**config.mk**
```make
export PLATFORM = sky130hd
export DESIGN_NAME = rslv_top
export DESIGN_NICKNAME = d
export VERILOG_FILES = /design/src/inc/rslv_pkg.sv /design/src/rslv_top.sv
export SDC_FILE = /design/constraint.sdc
export NUM_CORES = 1
export LEC_CHECK = 0
export ABC_AREA = 1
export BUFFER_PORTS_ARGS = -buffer_cell sky130_fd_sc_hd__clkbuf_2
export CORE_ASPECT_RATIO = 1.1
export CORE_MARGIN = 2
export CORE_UTILIZATION = 44
export CTS_CLUSTER_DIAMETER = 80
export DETAILED_ROUTE_END_ITERATION = 7
export GPL_ROUTABILITY_DRIVEN = 1
export PLACE_DENSITY = 0.69
export SETUP_SLACK_MARGIN = 0.2
export SLEW_MARGIN = 20
export SYNTH_ARGS = -nofsm -noshare
export SYNTH_HDL_FRONTEND = slang
export SYNTH_SLANG_ARGS = --single-unit
```
**constraint.sdc**
```tcl
create_clock -name CLK -period 5.3 [get_ports CLK]
set_clock_uncertainty 0.1 [all_clocks]
set_input_delay 1.06 -clock CLK [delete_from_list [all_inputs] [get_ports CLK]]
set_output_delay 1.06 -clock CLK [all_outputs]
set_load 0.02 [all_outputs]
```
**src/inc/rslv_pkg.sv**
```systemverilog
// rslv_pkg: constants and types for the reset sequencer with low-voltage detect
// assumes one 50 MHz system clock and a plain address/strobe register port
package rslv_pkg;
   localparam int CLK_MHZ = 50;
   localparam int WARMUP_US = 64;
   localparam int WARMUP_CYC = WARMUP_US * CLK_MHZ;
   localparam int CNT_W = 16;
   // register byte offsets
   localparam logic [7:0] ADDR_STACK_FLAGS = 8'hEF;
   localparam logic [7:0] ADDR_PSR = 8'h86;
   localparam logic [7:0] ADDR_IRQ_STAT = 8'hF0;
   localparam logic [7:0] ADDR_IRQ_EN = 8'hF1;
   localparam logic [7:0] ADDR_IRQ_CLR = 8'hF2;
   // stack pointer / flag register fields
   localparam int BIT_GLOBAL_IRQ_EN = 7;
   localparam int BIT_FLAG_MID = 6;
   localparam int BIT_FLAG_HIGH = 5;
   localparam logic [2:0] SP_RESET = 3'h7;
   // program status reset-cause bits
   localparam int BIT_POR = 7;
   localparam int BIT_WDT = 6;
   localparam int BIT_EXT = 5;
   localparam logic [2:0] PSR_LOW_RESET = 3'h0;
   // interrupt status bits
   localparam int IRQ_MID = 0;
   localparam int IRQ_HIGH = 1;
   localparam int IRQ_N = 2;
   localparam logic [15:0] PC_START = 16'h0000;

   typedef enum logic [1:0] {
      SET_LOWEST = 2'h0,
      SET_MEDIUM = 2'h1,
      SET_HIGH = 2'h2,
      SET_MAXIMUM = 2'h3
   } rslv_setting_t;

   typedef enum logic [4:0] {
      ST_POWER = 5'h01,
      ST_PIN = 5'h02,
      ST_INIT = 5'h04,
      ST_WARM = 5'h08,
      ST_RUN = 5'h10
   } rslv_state_t;

   typedef enum logic [1:0] {
      CAUSE_POR = 2'h0,
      CAUSE_WDT = 2'h1,
      CAUSE_EXT = 2'h2
   } rslv_cause_t;
endpackage

```
**src/rslv_top.sv**
```systemverilog
// rslv_top: reset sequencer, low-voltage detector decode and flag registers
// assumes comparator and pin inputs are asynchronous; watchdog shares CLK
//
// How it works
// - power-up: stable supply, pin check, init, warm-up, then run
// - with pin enabled, stay in reset while the pin is low
// - init step loads stack, irq enable, pc and mode defaults before warm-up
// - after warm-up execution starts with program counter zero
// - watchdog overflow asserts a system reset
// - watchdog sequence: check overflow, init, warm-up, run at zero
// - after watchdog reset the device restarts in normal mode
// - supply below selected threshold triggers reset
// - three detector levels; setting picks reset levels and flags
// - lowest level reset active under every setting
// - lowest setting: reset below lowest only, both flags off
// - medium: reset below lowest, mid flag only
// - high: reset below mid, high flag only
// - maximum: reset below highest level
// - mid and high flags are read-only bits 6 and 5
// - any detector reset clears both flags
// - read-only cause flags: power/brown-out, watchdog, pin
//
// The strobed register port was chosen for this implementation.
`timescale 1ns/1ps
module rslv_top (
   input wire logic CLK,
   input wire logic RST,
   input wire logic BELOW_LOW_N,
   input wire logic BELOW_MID_N,
   input wire logic BELOW_HIGH_N,
   input wire logic SUPPLY_STABLE,
   input wire logic RESET_PIN_N,
   input wire logic PIN_RESET_EN,
   input wire logic WDT_OVERFLOW,
   input wire logic OSC_READY,
   input wire logic [1:0] DETECTOR_SETTING,
   input wire logic [7:0] ADDR,
   input wire logic [7:0] WDATA,
   input wire logic WR,
   input wire logic RD,
   output logic [7:0] RDATA,
   output logic SYS_RESET,
   output logic INIT_LOAD,
   output logic [15:0] PC_LOAD,
   output logic SLOW_MODE,
   output logic IRQ
);
   // comparator outputs are active low: low means supply below that level
   typedef struct packed {
      logic [4:0] s1;
      logic [4:0] s2;
      rslv_pkg::rslv_state_t st;
      logic [rslv_pkg::CNT_W-1:0] cnt;
      logic global_irq_en;
      logic [2:0] sp;
      logic flag_mid;
      logic flag_high;
      logic [2:0] cause;
      logic [rslv_pkg::IRQ_N-1:0] ist;
      logic [rslv_pkg::IRQ_N-1:0] ien;
      logic [7:0] rdata;
      logic sys_reset;
      logic init_load;
      logic [15:0] pc;
      logic slow;
      logic irq;
   } rslv_state_s_t;

   localparam logic [rslv_pkg::CNT_W-1:0] WARM_LAST =
      (rslv_pkg::CNT_W)'(rslv_pkg::WARMUP_CYC - 1);

   rslv_state_s_t q, d;

   logic below_low, below_mid, below_high, supply_ok, pin_low;
   logic pin_en, wdt_ovf, osc_ok;
   logic det_reset, pin_reset, any_reset;
   logic mid_en, high_en;
   rslv_pkg::rslv_setting_t setting;

   // second stage only; first stage feeds nothing else
   assign below_low = ~q.s2[0];
   assign below_mid = ~q.s2[1];
   assign below_high = ~q.s2[2];
   assign supply_ok = q.s2[3];
   assign pin_low = ~q.s2[4];
   assign pin_en = PIN_RESET_EN;
   assign wdt_ovf = WDT_OVERFLOW;
   assign osc_ok = OSC_READY;
   assign setting = rslv_pkg::rslv_setting_t'(DETECTOR_SETTING);

   always_comb begin
      // lowest level always resets; high and maximum settings add levels
      det_reset = below_low;
      mid_en = 1'b0;
      high_en = 1'b0;
      case (setting)
         rslv_pkg::SET_LOWEST: begin
            mid_en = 1'b0;
         end
         rslv_pkg::SET_MEDIUM: begin
            mid_en = 1'b1;
         end
         rslv_pkg::SET_HIGH: begin
            det_reset = below_low | below_mid;
            mid_en = 1'b1;
            high_en = 1'b1;
         end
         default: begin
            det_reset = below_low | below_mid | below_high;
         end
      endcase
   end

   assign pin_reset = pin_en & pin_low;
   assign any_reset = det_reset | wdt_ovf | pin_reset;

   always_comb begin
      d = q;
      d.s1 = {RESET_PIN_N, SUPPLY_STABLE, BELOW_HIGH_N, BELOW_MID_N,
              BELOW_LOW_N};
      d.s2 = q.s1;
      d.init_load = 1'b0;
      d.rdata = 8'h00;
      d.sys_reset = 1'b1;
      case (q.st)
         rslv_pkg::ST_POWER: begin
            d.cnt = '0;
            if (supply_ok && !det_reset) begin
               d.st = rslv_pkg::ST_PIN;
            end
         end
         rslv_pkg::ST_PIN: begin
            if (det_reset || !supply_ok) begin
               d.st = rslv_pkg::ST_POWER;
            end else if (!pin_reset && !wdt_ovf) begin
               d.st = rslv_pkg::ST_INIT;
            end
         end
         rslv_pkg::ST_INIT: begin
            // defaults loaded here, before warm-up
            d.global_irq_en = 1'b0;
            d.sp = rslv_pkg::SP_RESET;
            d.ien = '0;
            d.pc = rslv_pkg::PC_START;
            d.slow = 1'b0;
            d.init_load = 1'b1;
            d.cnt = '0;
            d.st = rslv_pkg::ST_WARM;
         end
         rslv_pkg::ST_WARM: begin
            if (q.cnt != WARM_LAST) begin
               d.cnt = q.cnt + 1'b1;
            end else if (osc_ok) begin
               d.pc = rslv_pkg::PC_START;
               d.sys_reset = 1'b0;
               d.st = rslv_pkg::ST_RUN;
            end
         end
         rslv_pkg::ST_RUN: begin
            d.sys_reset = 1'b0;
         end
         default: begin
            d.st = rslv_pkg::ST_POWER;
         end
      endcase
      // a new cause aborts any step; detector or supply loss restarts from power, pin or watchdog from the check state
      if (any_reset || !supply_ok) begin
         d.sys_reset = 1'b1;
         d.st = (det_reset || !supply_ok) ? rslv_pkg::ST_POWER :
                rslv_pkg::ST_PIN;
         d.cnt = '0;
         if (det_reset || !supply_ok) begin
            d.cause = 3'b001 << rslv_pkg::CAUSE_POR;
            d.flag_mid = 1'b0;
            d.flag_high = 1'b0;
         end else if (q.st != rslv_pkg::ST_RUN) begin
            // a pin held low mid-sequence belongs to that sequence
            // so the cause that started it is kept
            d.cause = q.cause;
         end else if (wdt_ovf) begin
            d.cause = 3'b001 << rslv_pkg::CAUSE_WDT;
         end else begin
            d.cause = 3'b001 << rslv_pkg::CAUSE_EXT;
         end
      end else begin
         d.flag_mid = mid_en & below_mid;
         d.flag_high = high_en & below_high;
      end
      // sticky flag events; set wins over clear
      if (WR && ADDR == rslv_pkg::ADDR_IRQ_CLR) begin
         d.ist = q.ist & ~WDATA[rslv_pkg::IRQ_N-1:0];
      end
      if (d.flag_mid && !q.flag_mid) begin
         d.ist[rslv_pkg::IRQ_MID] = 1'b1;
      end
      if (d.flag_high && !q.flag_high) begin
         d.ist[rslv_pkg::IRQ_HIGH] = 1'b1;
      end
      if (WR && q.st == rslv_pkg::ST_RUN) begin
         if (ADDR == rslv_pkg::ADDR_STACK_FLAGS) begin
            d.global_irq_en = WDATA[rslv_pkg::BIT_GLOBAL_IRQ_EN];
            d.sp = WDATA[2:0];
         end else if (ADDR == rslv_pkg::ADDR_IRQ_EN) begin
            d.ien = WDATA[rslv_pkg::IRQ_N-1:0];
         end
      end
      if (RD) begin
         if (ADDR == rslv_pkg::ADDR_STACK_FLAGS) begin
            d.rdata[rslv_pkg::BIT_GLOBAL_IRQ_EN] = q.global_irq_en;
            d.rdata[rslv_pkg::BIT_FLAG_MID] = q.flag_mid;
            d.rdata[rslv_pkg::BIT_FLAG_HIGH] = q.flag_high;
            d.rdata[2:0] = q.sp;
         end else if (ADDR == rslv_pkg::ADDR_PSR) begin
            d.rdata[rslv_pkg::BIT_POR] = q.cause[rslv_pkg::CAUSE_POR];
            d.rdata[rslv_pkg::BIT_WDT] = q.cause[rslv_pkg::CAUSE_WDT];
            d.rdata[rslv_pkg::BIT_EXT] = q.cause[rslv_pkg::CAUSE_EXT];
         end else if (ADDR == rslv_pkg::ADDR_IRQ_STAT) begin
            d.rdata[rslv_pkg::IRQ_N-1:0] = q.ist;
         end else if (ADDR == rslv_pkg::ADDR_IRQ_EN) begin
            d.rdata[rslv_pkg::IRQ_N-1:0] = q.ien;
         end else begin
            d.rdata = 8'h00;
         end
      end
      d.irq = |(d.ist & d.ien);
   end

   always_ff @(posedge CLK or posedge RST) begin
      if (RST) begin
         q <= '{s1: 5'h00, s2: 5'h00, st: rslv_pkg::ST_POWER, cnt: '0,
                global_irq_en: 1'b0, sp: rslv_pkg::SP_RESET, flag_mid: 1'b0,
                flag_high: 1'b0, cause: 3'h1, ist: '0, ien: '0,
                rdata: 8'h00, sys_reset: 1'b1, init_load: 1'b0,
                pc: rslv_pkg::PC_START, slow: 1'b0, irq: 1'b0};
      end else begin
         q <= d;
      end
   end

   assign RDATA = q.rdata;
   assign SYS_RESET = q.sys_reset;
   assign INIT_LOAD = q.init_load;
   assign PC_LOAD = q.pc;
   assign SLOW_MODE = q.slow;
   assign IRQ = q.irq;
endmodule
```
==> key figures, run 1 <==
CTS
  – Clock transition at the registers of the reported paths: 90 ps
  – Post-CTS setup buffers: 0
  – Hold-fix buffers, CTS: 0
  – Post-CTS resize count: 0
  – Clk Latency, worst-skew pair: a little over 300 ps
  – TritonCTS clock tree: yes
  – Deepest clock path buffer count: 2
  – Num CTS Buffers: 5
  – Clock sink total: 53
  – H-Tree Depth: 2
  – CTS root buf: clkbuf_8

Cells and area
  – Layout net count: 460
  – Ratio of cells with drive above 1 in the final layout: 0.195
  – Post-route cell area: between 3000 and 4000 µm²
  – Antenna diodes: 0
  – Layout area overhead: 6.72%
  – Layout fillers: 661

Setup path
  – CP endpoint kind: register
  – Crit path max fanout: 20
  – Crit-path cells: clkbuf_2 -> inv_1 -> ha_1 -> nor2_1 -> nor2_1 -> nor2_2 -> nand2_2 -> nor2_2 -> buf_4 -> nand4_1 -> nand2_1
  – Startpoint Class: input pin
  – Worst Path Buf+Inv: 3
  – Worst Path Required: roughly 5400 ps
  – Critical Path AT: around 3000 ps
  – Crit Path Category: in2reg
  – Slowest stage cell on the critical path: nor2_2
  – CP top delay family: simple AND/OR/NAND/NOR gates
  – Worst path max stage delay: about 700 ps

STA
  – Fin crit period: 2930 ps
  – Fmax: approximately 340 MHz
  – Worst setup margin: between 2000 and 2500 ps
  – Period utilization: 0.553
  – Tightest Pin Transition: 903 ps
  – Fin Setup TNS: 0 ps
  – Max-slew headroom: 0.397
  – Final Slew Violations: 0
  – Finish-stage setup viols: 0
  – RSZ-0062 raised after global routing: false
  – Endpoints failing hold: 0

Synthesis
  – Yosys top cell area share: 0.383
  – Synth unique cells: 31
  – Compound-Gate Fraction of Synth Area: 0.0473
  – Synthesized area: between 3000 and 4000 µm²
  – Synth Instances: just under 400
  – #FFs+latches synth: 53
  – Fraction of synthesized cell area in xor and xnor cells: 0.00285
  – Post-synth top area cell: dfrtp_1
  – Post-synth top flop: dfrtp_1
  – Seq/Total Area, Yosys: 0.434
  – Area share of fa/ha/maj cells after synthesis: 0.0204
  – Synth async-reset ratio: 1.00
  – Most instantiated cells after synthesis: nand2_1 (96), dfrtp_1 (47), inv_1 (47)
  – Avg Cell Area, Syn: roughly 7.8 µm²
  – EDFF count, synth: 0
  – Most common cell in the netlist: nand2_1
  – Post-synthesis mux area share: 0
  – Top cells by area, synth: dfrtp_1 (38%), nand2_1 (12%), buf_4 (6.6%)
  – Synth Area in Simple Gates: 0.356
  – Largest family of logic cells by synthesized area: simple AND/OR/NAND/NOR gates
  – Yosys warning total: 0

Placement
  – Port bufs: 34
  – DP Wirelength: around 4.5 mm
  – Placed cell area: 3190 µm²
  – DP Worst Slack: 2070 ps
  – RD Place Congestion: between 0.8 and 0.9

GRT
  – GRT Util Overall: 0.170
  – Initial antenna violation count: 0
  – GRT overflow: 0
  – Pin count of the biggest net entering global routing: 54
  – First-pass GRT wire length: 10.7 mm
  – Vias in the first global route: approximately 2400

Die
  – Core area: 6670 µm²
  – Die Width: between 80 and 90 µm
  – Cell Rows: 31
  – Die H: around 92 µm
  – Effective utilization at floorplan: 0.460
  – Die ar.: between 7000 and 8000 µm²
  – Top Ports: 58

Power and ir drop
  – Power share of the sequential group: 0.584
  – Clock power frac: 0.305
  – Sw power: slightly below 200 µW
  – Peak VDD IR: approximately 140 µV
  – Internal: 528 µW
  – Switching fraction of total power: 0.269
  – Comb pwr share: 0.111
  – Power density over cell area: about 220 nW/µm²
  – Leak: between 1.5 and 2 nW

Routing
  – Wire per inst: about 12 µm
  – WL met1: ~2.7 mm
  – Met3 WL: 292 µm
  – Drt first pass iters: 4
  – Total number of vias: between 2000 and 3000
  – Metal2 WL: roughly 2.9 mm
  – First DRT Iteration DRCs: between 100 and 150
  – Top Layer Used: met4
  – Post-route DRC: 0
  – Routed WL: roughly 6.0 mm
  – Drt via density: a little under 5
  – Post-DRT Antenna Nets: 0

Worst hold path
  – Worst hold path class: reg2reg

Status
  – Status: completed

Flow run
  – MaxCap Viol Count: 0
[flip-flops by register name, summed over array words and instances (netlist names)]
register	flops
q	39
RDATA	6
d	5
INIT_LOAD	1
IRQ	1
SYS_RESET	1
[power groups by stage]
stage / clock network [mW] / registers, mW / logic, mW
2_1_floorplan: 0 / 0.428 / 0.0709
3_3_place_gp: 0 / 0.429 / 0.0787
3_5_place_dp: 0 / 0.429 / 0.0805
4_1_cts: 0.230 / 0.421 / 0.0810
5_1_grt: 0.246 / 0.423 / 0.0910
6_report: 0.220 / 0.422 / 0.0799
[routing by layer]
layer | up-vias | global-route usage
met2 | 57 | 0.295
met4 | 0 | 0.0417
met1 | 1173 | 0.218
met3 | 7 | 0.0360
li1 | 1279 | -
met5 | - | 0
[path summary, 6_finish.rpt]
| kind | startpoint | endpoint | slack, ps | depth (start not counted) |
|---|---|---|---|---|
| worst max-delay path | DETECTOR_SETTING[0] | q[43] | 2370 | 11 |
| max in group asynchronous | RST | INIT_LOAD | 3780 | 2 |
| worst min-delay path | d[64] | q[64] | 250 | 0 |
| min in group asynchronous | RST | q[53] | 790 | 2 |
| worst min register to register | d[64] | q[64] | 250 | 0 |
| worst max register to register | q[66] | q[43] | 3120 | 7 |
[through the flow]
stage / std cells / power (mW) / hold WS [ps] / utilization
after CTS: 507 / 0.732 / 256 / 0.491
after floorplan: 413 / 0.499 / 231 / -
after global placement: 500 / 0.508 / 234 / 0.478
after global routing: 507 / 0.760 / 260 / 0.491
final: 507 / 0.722 / 253 / 0.491
after detailed placement: 500 / 0.510 / 235 / 0.478
[layout make-up]
cell class              count  area, µm²  share of cell area
inverters                  52        196              0.0599
clock buffers               5       68.8              0.0210
multi-input cells         278       1380               0.422
well taps                  82        103              0.0313
flip-flops and latches     53       1330               0.407
clock inverters             2       16.3             0.00496
repair buffers             35        178              0.0542
[cells in the final DEF (no fill, tap or decap), types with 2 or more instances in the layout]
cell type,Yosys,layout
nand2_2,4,4
nand3_1,39,39
a21oi_1,6,6
nand4_1,23,23
o21ai_0,7,7
o211ai_1,2,2
nor2_4,3,3
inv_1,47,46
o21ai_2,2,2
clkbuf_2,0,34
inv_2,5,5
nor3_1,8,8
clkbuf_8,0,5
conb_1,1,19
nand3_2,9,9
nor2_2,5,5
o21ai_1,3,3
or2_2,3,3
dfstp_2,6,6
ha_1,5,5
nand2_1,96,96
dfrtp_1,47,47
nor2_1,37,37
[cell families (layout without fill, tap and decap cells)]
kind of cell / Yosys count / in the layout
adders and majority gates: 5 / 5
and+or+nand+nor: 229 / 229
xor gates and xnor gates: 1 / 1
DFF: 53 / 53
AOI/OAI and AO/OA: 24 / 24
buffers and inverters: 82 / 94
other: 1 / 19
Power figures use the tool's default switching activity.
==> inputs of run 2 (changes only) <==
clock period = 2.9 ns   (was 5.3 ns; I/O delays follow)
==> run 2 against run 1 <==
Compared with the run above: global-route usage is 0.21 points lower; largest power group unchanged; sequential power is 83% higher; clock-buffer cell count is 1 higher; first-iteration DRC count is 2.6% higher; die area stayed put; sequential share of layout area is 0.37 points lower; final area is 0.92% higher; core utilization is 0.45 points higher; setup slack worse by 1600 ps.
==> key figures, run 2 (synthesis gave the netlist of run 1 again) <==
Status
  – Status: completed

Placement
  – Placed cell area: ~3200 µm²
  – RD Place Congestion: 0.834
  – Placed Cells: ~500
  – DP Worst Slack: 528 ps
  – Port bufs: 34
  – DP Wirelength: roughly 4.6 mm

STA
  – Tightest Pin Transition: between 600 and 700 ps
  – Final Slew Violations: 0
  – RSZ-0062 raised after global routing: false
  – Worst setup margin: a little over 800 ps
  – Period utilization: 0.721
  – Finish-stage setup viols: 0
  – Fin Setup TNS: 0 ps
  – Endpoints failing hold: 0
  – Fmax: about 480 MHz
  – Fin crit period: approximately 2100 ps
  – Max-slew headroom: 0.566

Die
  – Die H: approximately 90 µm
  – Top Ports: 58
  – Cell Rows: 31
  – Die ar.: 7670 µm²
  – Core area: 6670 µm²
  – Die Width: ~84 µm
  – Effective utilization at floorplan: 0.460

Cells and area
  – Antenna diodes: 0
  – Layout fillers: 668
  – Reg with most FFs: q
  – Ratio of cells with drive above 1 in the final layout: 0.199
  – Commonest non-fill, non-tap cell in the layout: nand2_1
  – Largest register FFs: 39
  – Layout net count: 462
  – Post-route cell area: approximately 3300 µm²
  – Commonest non-fill, non-tap cells in the layout: nand2_1 (96), dfrtp_1 (47), inv_1 (46)
  – Layout area overhead: 7.70%
  – Final cell count without fillers: 510

Setup path
  – Startpoint Class: register
  – Crit path max fanout: 17
  – Slowest stage cell on the critical path: dfrtp_1
  – Crit-path cells: ha_1 -> nand2_2 -> nor2_4 -> nand2_2 -> nor2_4 -> nand3_2 -> nand2_4 -> nand2_2 -> nand2_1 -> nand2_1
  – Critical Path AT: around 2200 ps
  – CP endpoint kind: register
  – Crit Path Category: reg2reg
  – Worst Path Required: roughly 3000 ps
  – Worst path max stage delay: roughly 490 ps
  – CP most frequent cell: nand2_2
  – Worst Path Buf+Inv: 0
  – CP top delay family: simple AND/OR/NAND/NOR gates

Routing
  – Drt first pass iters: 4
  – Met3 WL: ~320 µm
  – WL met1: 2.79 mm
  – Metal2 WL: just under 3 mm
  – Post-DRT Antenna Nets: 0
  – Routed WL: around 6.1 mm
  – Total number of vias: around 2500
  – Top Layer Used: met4
  – Drt via density: roughly 5.0
  – Wire per inst: 12.0 µm
  – First DRT Iteration DRCs: about 120
  – Post-route DRC: 0

CTS
  – Clk Latency, worst-skew pair: 310 ps
  – Clock sink total: between 50 and 60
  – H-Tree Depth: 2
  – Post-CTS setup buffers: 0
  – Hold-fix buffers, CTS: 0
  – Num CTS Buffers: 5
  – Clock transition at the registers of the reported paths: around 90 ps
  – TritonCTS clock tree: yes
  – CTS root buf: clkbuf_8
  – Post-CTS resize count: 0
  – Deepest clock path buffer count: 2

GRT
  – Vias in the first global route: 2396
  – GRT Util Overall: 0.168
  – GRT overflow: 0
  – First-pass GRT wire length: around 11 mm
  – Pin count of the biggest net entering global routing: 34
  – Initial antenna violation count: 0

Power and ir drop
  – Peak VDD IR: roughly 210 µV
  – Leak: between 1.5 and 2 nW
  – Tot Pwr: about 1.3 mW
  – Power density over cell area: slightly above 400 nW/µm²

Worst hold path
  – Worst hold path class: in2async

Flow run
  – MaxCap Viol Count: 0
run 2: worst paths after layout:
kind | from | to | slack [ps] | depth (start not counted)
worst max-delay path | q[41] | q[52] | 810 | 10
worst min-delay path | RST | q[42] | 230 | 2
worst max register to register | q[41] | q[52] | 810 | 10
worst min register to register | d[64] | q[64] | 250 | 0
max in group asynchronous | RST | q[32] | 1790 | 3
min in group CLK | d[64] | q[64] | 250 | 0
run 2: power by group:
| part | internal [mW] | switching (mW) | leakage, nW | total [mW] |
|---|---|---|---|---|
| Combinational | 0.0399 | 0.110 | 0.945 | 0.149 |
| Clock | 0.172 | 0.247 | 0.0414 | 0.419 |
| Sequential | 0.761 | 0.0102 | 0.690 | 0.771 |
run 2: through the flow:
step	hold WS, ps	util
CTS	256	0.496
detailed placement	235	0.483
global route	257	0.496
floorplan	231	-
global placement	234	0.483
finish	235	0.496
run 2: cell type report:
type	instances	area [µm²]	area share
flip-flops and latches	53	1330	0.403
clock buffers	6	72.6	0.0219
well taps	82	103	0.0310
multi-input cells	278	1380	0.418
clock inverters	2	16.3	0.00492
repair buffers	37	205	0.0620
inverters	52	195	0.0590
run 2: worst register-to-register path: cells and delay by family (launching register included):
family	cells	cell delay [ps]
AND/OR/NAND/NOR	9	1170
flip-flops	1	490
adder cells (fa/ha/maj)	1	230
run 2: layer usage:
| layer | up-vias | global-route usage |
|---|---|---|
| met4 | 0 | 0.0538 |
| li1 | 1288 | - |
| met2 | 66 | 0.287 |
| met1 | 1174 | 0.214 |
| met3 | 5 | 0.0342 |
| met5 | - | 0 |
